==> src/vtr_consts.svh <==
// Constants for the vector table relocation block.
// Assumes inclusion by bare name from the package and design files.
`ifndef VTR_CONSTS_SVH
`define VTR_CONSTS_SVH

// --------------------------------------------------------------------
// Register map (word addresses are byte addresses, 32-bit words)
// --------------------------------------------------------------------
`define VTR_ADDR_MCU_CONTROL 8'h00
`define VTR_ADDR_STATUS 8'h04
`define VTR_ADDR_W 8

// --------------------------------------------------------------------
// Control register fields and reset value
// --------------------------------------------------------------------
`define VTR_BIT_UNLOCK 0
`define VTR_BIT_SELECT 1
`define VTR_CTRL_RESET 8'h00

// --------------------------------------------------------------------
// Unlock window in cycles
// --------------------------------------------------------------------
`define VTR_UNLOCK_CYCLES 3'h4

// --------------------------------------------------------------------
// Program memory word addresses
// --------------------------------------------------------------------
`define VTR_PC_W 13
`define VTR_FLASH_START 13'h0000
`define VTR_VEC_OFFSET 13'h0002
`define VTR_BOOT_2K 13'h1C00
`define VTR_BOOT_1K 13'h1E00
`define VTR_BOOT_512 13'h1F00
`define VTR_BOOT_256 13'h1F80

`endif

==> src/vtr_pkg.sv <==
// Types shared by the vector table relocation block.
// Assumes the constants header sits in the include path.
`default_nettype none
`include "vtr_consts.svh"
package vtr_pkg;
  typedef struct packed {
    logic boot_reset_fuse;
    logic [1:0] boot_size_fuses;
    logic app_side_lock_bit;
    logic boot_side_lock_bit;
  } vtr_fuses_t;
  typedef struct packed {
    logic [`VTR_PC_W-1:0] vector_base;
    logic [`VTR_PC_W-1:0] reset_address;
  } vtr_addr_t;
endpackage
`default_nettype wire

==> src/vtr_core.sv <==
// Vector table relocation control with Wishbone register access.
// Assumes a classic Wishbone master and an instruction done strobe.
//
// Our own choices: the Wishbone slave port and the register offsets.
`default_nettype none
`include "vtr_consts.svh"
// Behaviour
// - Select zero: vectors at flash start
// - Select one: vectors at boot section
// - Unlock clears after four cycles or write
// - Block interrupts from unlock until after instruction
// - Unused unlock blocks exactly four cycles
// - Global interrupt enable left untouched
// - Boot vectors, app lock: block in application
// - App vectors, boot lock: block in boot
// - Default reset 0x0000, relocated vectors 0x1C02
// - Boot reset 0x1C00, vectors 0x0002
// - Relocated vector equals boot start plus default
module vtr_core (
  input wire logic clk_i, // System clock
  input wire logic rst_i, // Sync reset
  input wire logic cyc_i, // Wishbone cycle
  input wire logic stb_i, // Wishbone strobe
  input wire logic we_i, // Wishbone write
  input wire logic [3:0] sel_i, // Byte selects
  input wire logic [7:0] adr_i, // Byte address
  input wire logic [31:0] dat_i, // Write data
  output logic [31:0] dat_o, // Read data
  output logic ack_o, // Wishbone ack
  output logic err_o, // Unmapped access
  input wire vtr_pkg::vtr_fuses_t fuses_i, // Fuse and lock straps
  input wire logic [`VTR_PC_W-1:0] pc_i, // Current fetch word
  input wire logic instr_done_i, // Instruction completes
  input wire logic global_ie_i, // Status register I bit
  output vtr_pkg::vtr_addr_t addr_o, // Vector base and reset
  output logic vector_table_select_o, // Select state
  output logic irq_allow_o // Servicing allowed
);
  logic vector_table_select_reg;
  logic hold_reg;
  logic [1:0] post_reg;
  logic unlock_open;
  logic [2:0] unlock_count;
  logic req;
  logic ctrl_hit;
  logic stat_hit;
  logic ctrl_wr;
  logic set_unlock;
  logic sel_write;
  logic [`VTR_PC_W-1:0] boot_base;
  logic in_boot;
  logic lock_block;
  logic seq_block;

  // ------------------------------------------------------------------
  // Boot section base from size fuses
  // ------------------------------------------------------------------
  function automatic logic [`VTR_PC_W-1:0] boot_start(input logic [1:0] sz);
    unique case (sz)
      2'b00: boot_start = `VTR_BOOT_2K;
      2'b01: boot_start = `VTR_BOOT_1K;
      2'b10: boot_start = `VTR_BOOT_512;
      2'b11: boot_start = `VTR_BOOT_256;
    endcase
  endfunction

  assign boot_base = boot_start(fuses_i.boot_size_fuses);
  assign in_boot = (pc_i >= boot_base);

  // ------------------------------------------------------------------
  // Bus decode
  // ------------------------------------------------------------------
  assign req = cyc_i && stb_i && !ack_o && !err_o;
  assign ctrl_hit = (adr_i == `VTR_ADDR_MCU_CONTROL);
  assign stat_hit = (adr_i == `VTR_ADDR_STATUS);
  assign ctrl_wr = req && we_i && ctrl_hit && sel_i[0];
  assign set_unlock = ctrl_wr && dat_i[`VTR_BIT_UNLOCK];
  assign sel_write = ctrl_wr && unlock_open && !dat_i[`VTR_BIT_UNLOCK];

  vtr_unlock u_unlock (
    .clk_i(clk_i),
    .rst_i(rst_i),
    .set_i(set_unlock),
    .sel_wr_i(sel_write),
    .open_o(unlock_open),
    .count_o(unlock_count)
  );

  always_ff @(posedge clk_i)
  begin
    if (rst_i)
    begin
      ack_o <= 1'b0;
      err_o <= 1'b0;
    end
    else
    begin
      ack_o <= req && (ctrl_hit || stat_hit);
      err_o <= req && !(ctrl_hit || stat_hit);
    end
  end

  always_ff @(posedge clk_i)
  begin
    if (rst_i)
      dat_o <= 32'h0000_0000;
    else if (req && !we_i && ctrl_hit)
      dat_o <= {30'h0000_0000, vector_table_select_reg, unlock_open};
    else if (req && !we_i && stat_hit)
      dat_o <= {20'h0_0000, irq_allow_o, lock_block, in_boot, hold_reg, unlock_count, fuses_i};
    else
      dat_o <= 32'h0000_0000;
  end

  // ------------------------------------------------------------------
  // Select bit
  // ------------------------------------------------------------------
  // locked write ignored
  always_ff @(posedge clk_i)
  begin
    if (rst_i)
      vector_table_select_reg <= 1'b0;
    else if (sel_write)
      vector_table_select_reg <= dat_i[`VTR_BIT_SELECT];
  end

  // ------------------------------------------------------------------
  // Sequence blocking
  // ------------------------------------------------------------------
  // hold through next instruction
  always_ff @(posedge clk_i)
  begin
    if (rst_i)
      post_reg <= 2'h0;
    else if (sel_write)
      post_reg <= 2'h2;
    else if (instr_done_i && post_reg != 2'h0)
      post_reg <= post_reg - 2'h1;
  end

  // four cycle block
  // Last open cycle not blocked: set cycle already counts as one
  assign seq_block = set_unlock || (unlock_open && unlock_count != 3'h1) || sel_write || (post_reg != 2'h0);

  always_ff @(posedge clk_i)
  begin
    if (rst_i)
      hold_reg <= 1'b0;
    else
      hold_reg <= seq_block;
  end

  assign lock_block = (vector_table_select_reg && fuses_i.app_side_lock_bit && !in_boot)
                   || (!vector_table_select_reg && fuses_i.boot_side_lock_bit && in_boot);

  always_ff @(posedge clk_i)
  begin
    if (rst_i)
      irq_allow_o <= 1'b0;
    else
      irq_allow_o <= global_ie_i && !seq_block && !lock_block;
  end

  // ------------------------------------------------------------------
  // Addresses
  // ------------------------------------------------------------------
  // vector and reset placement
  always_ff @(posedge clk_i)
  begin
    if (rst_i)
    begin
      addr_o <= '0;
      vector_table_select_o <= 1'b0;
    end
    else
    begin
      addr_o.vector_base <= vector_table_select_reg ? boot_base + `VTR_VEC_OFFSET
                                                    : `VTR_FLASH_START + `VTR_VEC_OFFSET;
      addr_o.reset_address <= fuses_i.boot_reset_fuse ? `VTR_FLASH_START : boot_base;
      vector_table_select_o <= vector_table_select_reg;
    end
  end

  // ------------------------------------------------------------------
  // Checks
  // ------------------------------------------------------------------
  a_locked_select: assert property (@(posedge clk_i) disable iff (rst_i)
    (ctrl_wr && !unlock_open) |=> $stable(vector_table_select_reg))
    else $error("select changed without unlock");
  a_block_on_set: assert property (@(posedge clk_i) disable iff (rst_i)
    set_unlock |=> !irq_allow_o)
    else $error("interrupts allowed after unlock set");
  a_block_four: assert property (@(posedge clk_i) disable iff (rst_i)
    (set_unlock && !sel_write && post_reg == 2'h0) ##1 !ctrl_wr [*4] |=> !hold_reg)
    else $error("block outlasted four cycles");
  a_app_lock: assert property (@(posedge clk_i) disable iff (rst_i)
    (vector_table_select_reg && fuses_i.app_side_lock_bit && !in_boot) |=> !irq_allow_o)
    else $error("interrupt in application with lock");
  a_boot_lock: assert property (@(posedge clk_i) disable iff (rst_i)
    (!vector_table_select_reg && fuses_i.boot_side_lock_bit && in_boot) |=> !irq_allow_o)
    else $error("interrupt in boot with lock");
  a_vec_relocated: assert property (@(posedge clk_i) disable iff (rst_i)
    (vector_table_select_reg && fuses_i.boot_size_fuses == 2'b00 && $stable(fuses_i))
    |=> addr_o.vector_base == 13'h1C02)
    else $error("relocated vector base wrong");
  a_vec_default: assert property (@(posedge clk_i) disable iff (rst_i)
    !vector_table_select_reg |=> addr_o.vector_base == 13'h0002)
    else $error("default vector base wrong");
  a_boot_reset: assert property (@(posedge clk_i) disable iff (rst_i)
    (!fuses_i.boot_reset_fuse && fuses_i.boot_size_fuses == 2'b00) |=> addr_o.reset_address == 13'h1C00)
    else $error("boot reset address wrong");
endmodule
`default_nettype wire

==> src/vtr_unlock.sv <==
// Unlock window timer for vector table select changes.
// Assumes set and write strobes come from the same clock.
`default_nettype none
`include "vtr_consts.svh"
module vtr_unlock (
  input wire logic clk_i, // System clock
  input wire logic rst_i, // Sync reset
  input wire logic set_i, // Unlock bit written one
  input wire logic sel_wr_i, // Select write in window
  output logic open_o, // Unlock bit state
  output logic [2:0] count_o // Cycles left
);
  always_ff @(posedge clk_i)
  begin
    if (rst_i)
    begin
      count_o <= 3'h0;
      open_o <= 1'b0;
    end
    else if (sel_wr_i)
    begin
      count_o <= 3'h0;
      open_o <= 1'b0;
    end
    else if (set_i)
    begin
      count_o <= `VTR_UNLOCK_CYCLES;
      open_o <= 1'b1;
    end
    else if (count_o != 3'h0)
    begin
      count_o <= count_o - 3'h1;
      open_o <= (count_o != 3'h1);
    end
  end

  a_unlock_expires: assert property (@(posedge clk_i) disable iff (rst_i)
    (set_i && !sel_wr_i) ##1 !sel_wr_i [*4] |=> !open_o)
    else $error("unlock bit outlived four cycles");
endmodule
`default_nettype wire

==> config.mk <==
export PLATFORM = sky130hd
export DESIGN_NAME = vtr_core
export DESIGN_NICKNAME = d
export VERILOG_FILES = /design/src/vtr_pkg.sv /design/src/vtr_core.sv /design/src/vtr_unlock.sv
export VERILOG_INCLUDE_DIRS = /design/src
export SDC_FILE = /design/constraint.sdc
export NUM_CORES = 1
export LEC_CHECK = 0
export BUFFER_PORTS_ARGS = -buffer_cell sky130_fd_sc_hd__buf_2
export CELL_PAD_IN_SITES_DETAIL_PLACEMENT = 1
export CELL_PAD_IN_SITES_GLOBAL_PLACEMENT = 2
export CORE_UTILIZATION = 19
export DETAILED_ROUTE_END_ITERATION = 10
export GPL_TIMING_DRIVEN = 0
export PLACE_DENSITY = 0.76
export RECOVER_POWER = 25
export SLEW_MARGIN = 15
export SYNTH_ARGS = -nofsm -noshare
export SYNTH_HDL_FRONTEND = slang
export SYNTH_SLANG_ARGS = --single-unit
==> constraint.sdc <==
create_clock -name clk_i -period 2.3 [get_ports clk_i]
set_input_delay 0.46 -clock clk_i [delete_from_list [all_inputs] [get_ports clk_i]]
set_output_delay 0.46 -clock clk_i [all_outputs]
set_load 0.01 [all_outputs]
* After elaboration in Yosys (flattened, before gate mapping)
Index checks and enable logic that the tools add are counted.
Cells by class: bitwise operators 2, mux-type cells 10, add/subtract/negate cells 3, reductions and logical operators 48, $lt $le $gt $ge 1, equality and inequality tests 5
Operators by type and width (number):
- 13-bit case mux with 4 select lines | 1
- 1-bit logical AND | 22
- 13-bit by 2-bit adder with 13-bit output, second input constant | 1
- 13-bit >= comparator | 1
- 2-bit 2-to-1 mux | 5
- 1-bit logical NOT | 9
- 8-bit by 3-bit == test with 1-bit output, second input constant | 1
- 8-bit logical NOT | 1
- 2-bit OR reduction | 4
- 3-bit 2-to-1 mux | 2
- 2-bit nonzero test | 3
- 3-bit OR reduction | 2
- 1-bit logical OR | 5
- 2-bit == test, second input constant | 2
- 3-bit by 1-bit != test with 1-bit output, second input constant | 1
- 3-bit nonzero test | 1
- 3-bit by 1-bit subtractor with 3-bit output, second input constant | 1
- 2-bit by 1-bit == test with 1-bit output, second input constant | 1
- 2-bit logical NOT | 1
- 1-bit 2-to-1 mux | 2
- 1-bit inverter | 2
- 2-bit by 1-bit subtractor with 2-bit output, second input constant | 1
Word-level totals: register bits after elaboration 70, output and inout port bits 62

* Longest topological paths before layout
word-level depth 13, depth in mapped cells 7

* Cells and area by module
A second synthesis with hierarchy kept.
Unflattened totals: cells, all modules 168, area total of the unflattened synthesis 1649.1 um^2
Modules (own cells, without submodules):
- vtr_core | times used 1, cells each 145, area each 1420.1 um^2, seq. area each 580.6 um^2
- vtr_unlock | times used 1, cells each 23, area each 229.0 um^2, seq. area each 80.1 um^2

* Worst setup path before layout
No wires, ideal clock.
path type input-to-reg, start input adr_i[5], end register vector_table_select_reg, setup slack 260 ps, cell stages on the path 5, data required time 2228 ps, arrival 1968 ps, cells stage by stage or4_4 or4_4 buf_6 nor3_4 mux2i_1
On the way: longest elaborated chain between the ends 5
Ends and longest elaborated chain:
- from (decl) | RTL line vtr_core.sv:26 | input wire logic [7:0] adr_i,
- 8-bit logical NOT (no line)
- 1-bit logical AND (2 in a row) | RTL line vtr_core.sv:76 | assign ctrl_wr = req && we_i && ctrl_hit && sel_i[0];
- 1-bit logical AND (2 in a row) | RTL line vtr_core.sv:78 | assign sel_write = ctrl_wr && unlock_open && !dat_i[`VTR_BIT_UNLOCK];
- to (signal assigned) | RTL line vtr_core.sv:124 | vector_table_select_reg <= dat_i[`VTR_BIT_SELECT];
- to (decl) | RTL line vtr_core.sv:39 | logic vector_table_select_reg;
No other way between the ends. A chain may end at the register's enable or synchronous reset.

* Worst setup path in the final report
start input fuses_i[3] (netlist name), end register dat_o[10]
On the way: longest elaborated chain between the ends 6
Ends and longest elaborated chain:
- from (decl) | RTL line vtr_core.sv:31 | input wire vtr_pkg::vtr_fuses_t fuses_i,
- 2-bit == test, or another cell as far along | RTL line vtr_core.sv:59 | unique case (sz)
- 13-bit case mux with 4 select lines * | RTL line vtr_core.sv:59
- via boot_base[7] | RTL line vtr_core.sv:50 | logic [`VTR_PC_W-1:0] boot_base;
- 13-bit >= comparator * | RTL line vtr_core.sv:68 | assign in_boot = (pc_i >= boot_base);
- 1-bit logical NOT | RTL line vtr_core.sv:153 | assign lock_block = (vector_table_select_reg && fuses_i.app_side_lock_bit && !in_boot)
- 1-bit logical AND | RTL line vtr_core.sv:153
- 1-bit logical OR * | RTL line vtr_core.sv:154 | || (!vector_table_select_reg && fuses_i.boot_side_lock_bit && in_boot);
- to (signal assigned) | RTL line vtr_core.sv:108 | dat_o <= {30'h0000_0000, vector_table_select_reg, unlock_open};
- to (signal assigned) | RTL line vtr_core.sv:110 | dat_o <= {20'h0_0000, irq_allow_o, lock_block, in_boot, hold_reg, unlock_count, fuses_i};
- to (decl) | RTL line vtr_core.sv:28 | output logic [31:0] dat_o,
The timed path passes the listed nets; every way through them passes the cells marked *. The select of a mux whose other input is x is not followed.

==> metrics.txt <==
DIE WIDTH 92.9 µm; CTS root buf clkbuf_8; Reg2Reg Capture Point vector_table_select_reg; Syn Area/Cell 9.52 µm²; clock buffer count from CTS 5; post-CTS setup buffer count 0; # diodes 0; final hold vios 0; Placed Area 2140 µm²; max_cap viols 0; register bit total from synthesis 33; asr flop ratio synth 0%; max FFs per register 12; first-pass GRT wire length 5.51 mm; initial antenna violation count 0; Post-CTS Resized 0; setup repair after global routing missed its margin no; Worst Path Arrival 2.33 ns; Synth Warn # 0; 1st-iter DRT viols 13; CTS H-tree depth 2; Cells after Synth 165; Routed WL 3.60 mm; grt total ovfl 0; PD cells 662 nW/µm²; register area share after synthesis 42.0%; synth top area cells dfxtp_1 (42%), buf_4 (18%), ha_1 (5.6%); largest registers dat_o (12), addr_o (9), u_unlock.count_o (3); Die ar. 8640 µm²; hold crit path type primary input to flop; Nets 344; # IOs 131; met3 Usage GRT 2.13%; area taken by multi-input logic gates 684 µm²; post-route cell area 2220 µm²; worst vdd ir 0.000199 V; fmax 465 MHz; min Tclk post-route 2.15 ns; cell depth of the worst hold path 2; Buffers on Ports 64; TritonRoute pass-1 iters 4; post-synth top area cell dfxtp_1; CTS Sinks 33; Unique masters post-synth 36; CP Data Required Time 2.48 ns; Worst Tran Pin Value 0.892 ns; sequential cell area 661 µm²; Tcrit/Tclk final 93.5%; setup violators final 0; Max Slew Vio Count 0; row count 32; routability cong. 0.721; pre-CTS setup slack -0.191 ns; Critical Path Fanout Max 4; drt wl/cell 9.71 µm; count leader, synth buf_4; Setup crit end kind flop; Most flops, register dat_o; hold worst-path end addr_o[11]; core box area 7850 µm²; Yosys top cell area share 42.0%; DRC Markers 0; synthesized area 1570 µm²; Crit Path Class primary input to flop; HPWL Detailed 3.03 mm; Initial Util 20.0%; detailed-route via count 1,328; R2R Setup Slk 0.62 ns; Max clock buf depth 2; GRT Resource Usage Total 8.27%; status finished, final reports clean; Max-slew headroom 39.0%; # fillers 975; ys flop type dfxtp_1; die extent in y 92.9 µm; clock latency at the later pin of the worst-skew pair 0.28 ns; final worst setup slack 0.149 ns; Reg-to-Reg Start err_o; met1 Resource Use GR 8.83%; ANT nets after route 0; Worst setup SP type primary input; Hold Startpoint fuses_i[4]; number of flops mapped to enable cells by yosys 0; pin count of the biggest net entering global routing 12; Setup Skew 0.00396 ns; R2R cell count 5; Leak 1.17 nW; top cells by count, synth buf_4 (37), dfxtp_1 (33), nor2_1 (15), inv_1 (12), and2_1 (8); cts hold-fix bufs 0; Clock transition at path regs 0.07 ns; TritonCTS clock tree yes; vias in the first global route 1,197; Area Growth Syn to Fin 41.0%; share of layout cells above drive strength 1 40.9%; via density per instance 3.58; gr busiest metal met2; M2 GR Usage 14.9%
[power by group]
group / switching (mW) / total [mW] / internal, mW / leakage [nW]
clock network: 0.218 / 0.427 / 0.209 / 0.0439
registers: 0.0377 / 0.660 / 0.623 / 0.269
logic: 0.190 / 0.380 / 0.190 / 0.861
total: 0.446 / 1.47 / 1.02 / 1.17
[placed cells by master, fill, tap and decap left out, types with 3 or more instances in the layout]
master	count
a21oi_1	3
and2_1	8
buf_2	60
buf_4	37
clkbuf_1	6
clkbuf_8	5
conb_1	33
dfxtp_1	33
ha_1	7
inv_1	12
mux2i_1	4
nand2_1	3
nand2b_1	3
nor2_1	15
nor3_1	7
o21a_1	4
[cell type report]
type | count | area share [%]
tap | 102 | 5.76
sequential | 33 | 29.8
clock buffer | 5 | 3.11
inverter | 12 | 2.03
clock inverter | 3 | 0.791
multi-input combinational | 112 | 30.9
timing repair buffer | 64 | 14.2
buffer | 40 | 13.4
[worst max-delay path, cell delays in order]
cell and delay, ns:
buf_2 0.12, nand2_1 0.12, inv_1 0.06, ha_1 0.26
nor4b_1 0.15, a2111oi_0 0.78, nor4b_1 0.17, o21a_1 0.22
[stage by stage]
step	instances	hold slack [ns]	power [mW]	utilization (%)	setup TNS, ns
after detailed placement	363	0.426	1.06	27.3	-0.365
after floorplan	197	0.406	0.956	-	0
after CTS	371	0.376	1.49	28.4	0
final	371	0.384	1.47	28.2	0
after global placement	363	0.418	1.04	27.3	-0.369
after global routing	371	0.386	1.57	28.2	0
[logic make-up after synthesis]
logic type,after synthesis,share of synthesized area (%)
compound gates,15,6.93
fa+ha+maj,7,5.57
mux,5,3.26
flops,33,42.0
simple gates,50,19.0
xor+xnor,2,1.11
other cells,1,0.239
buf+inv,52,21.8
[per-layer routing]
layer / vias up / share of wire [%]
met2: 55 / 52
met1: 589 / 38
li1: 679 / -
met4: 0 / 2.0
met5: - / 0
met3: 5 / 7.7
[worst max-delay path by stage]
stage	from	cells after the start	slack [ns]	endpoint
after floorplan	adr_i[5]	5	0.26	vector_table_select_reg
after global placement	fuses_i[3]	8	-0.19	dat_o[10]
after detailed placement	fuses_i[3]	8	-0.19	dat_o[10]
after CTS	fuses_i[3]	8	0.11	dat_o[10]
after global routing	fuses_i[3]	8	0.03	irq_allow_o
final	fuses_i[3]	8	0.15	dat_o[10]
No activity file was read; power rests on OpenSTA's default activity.
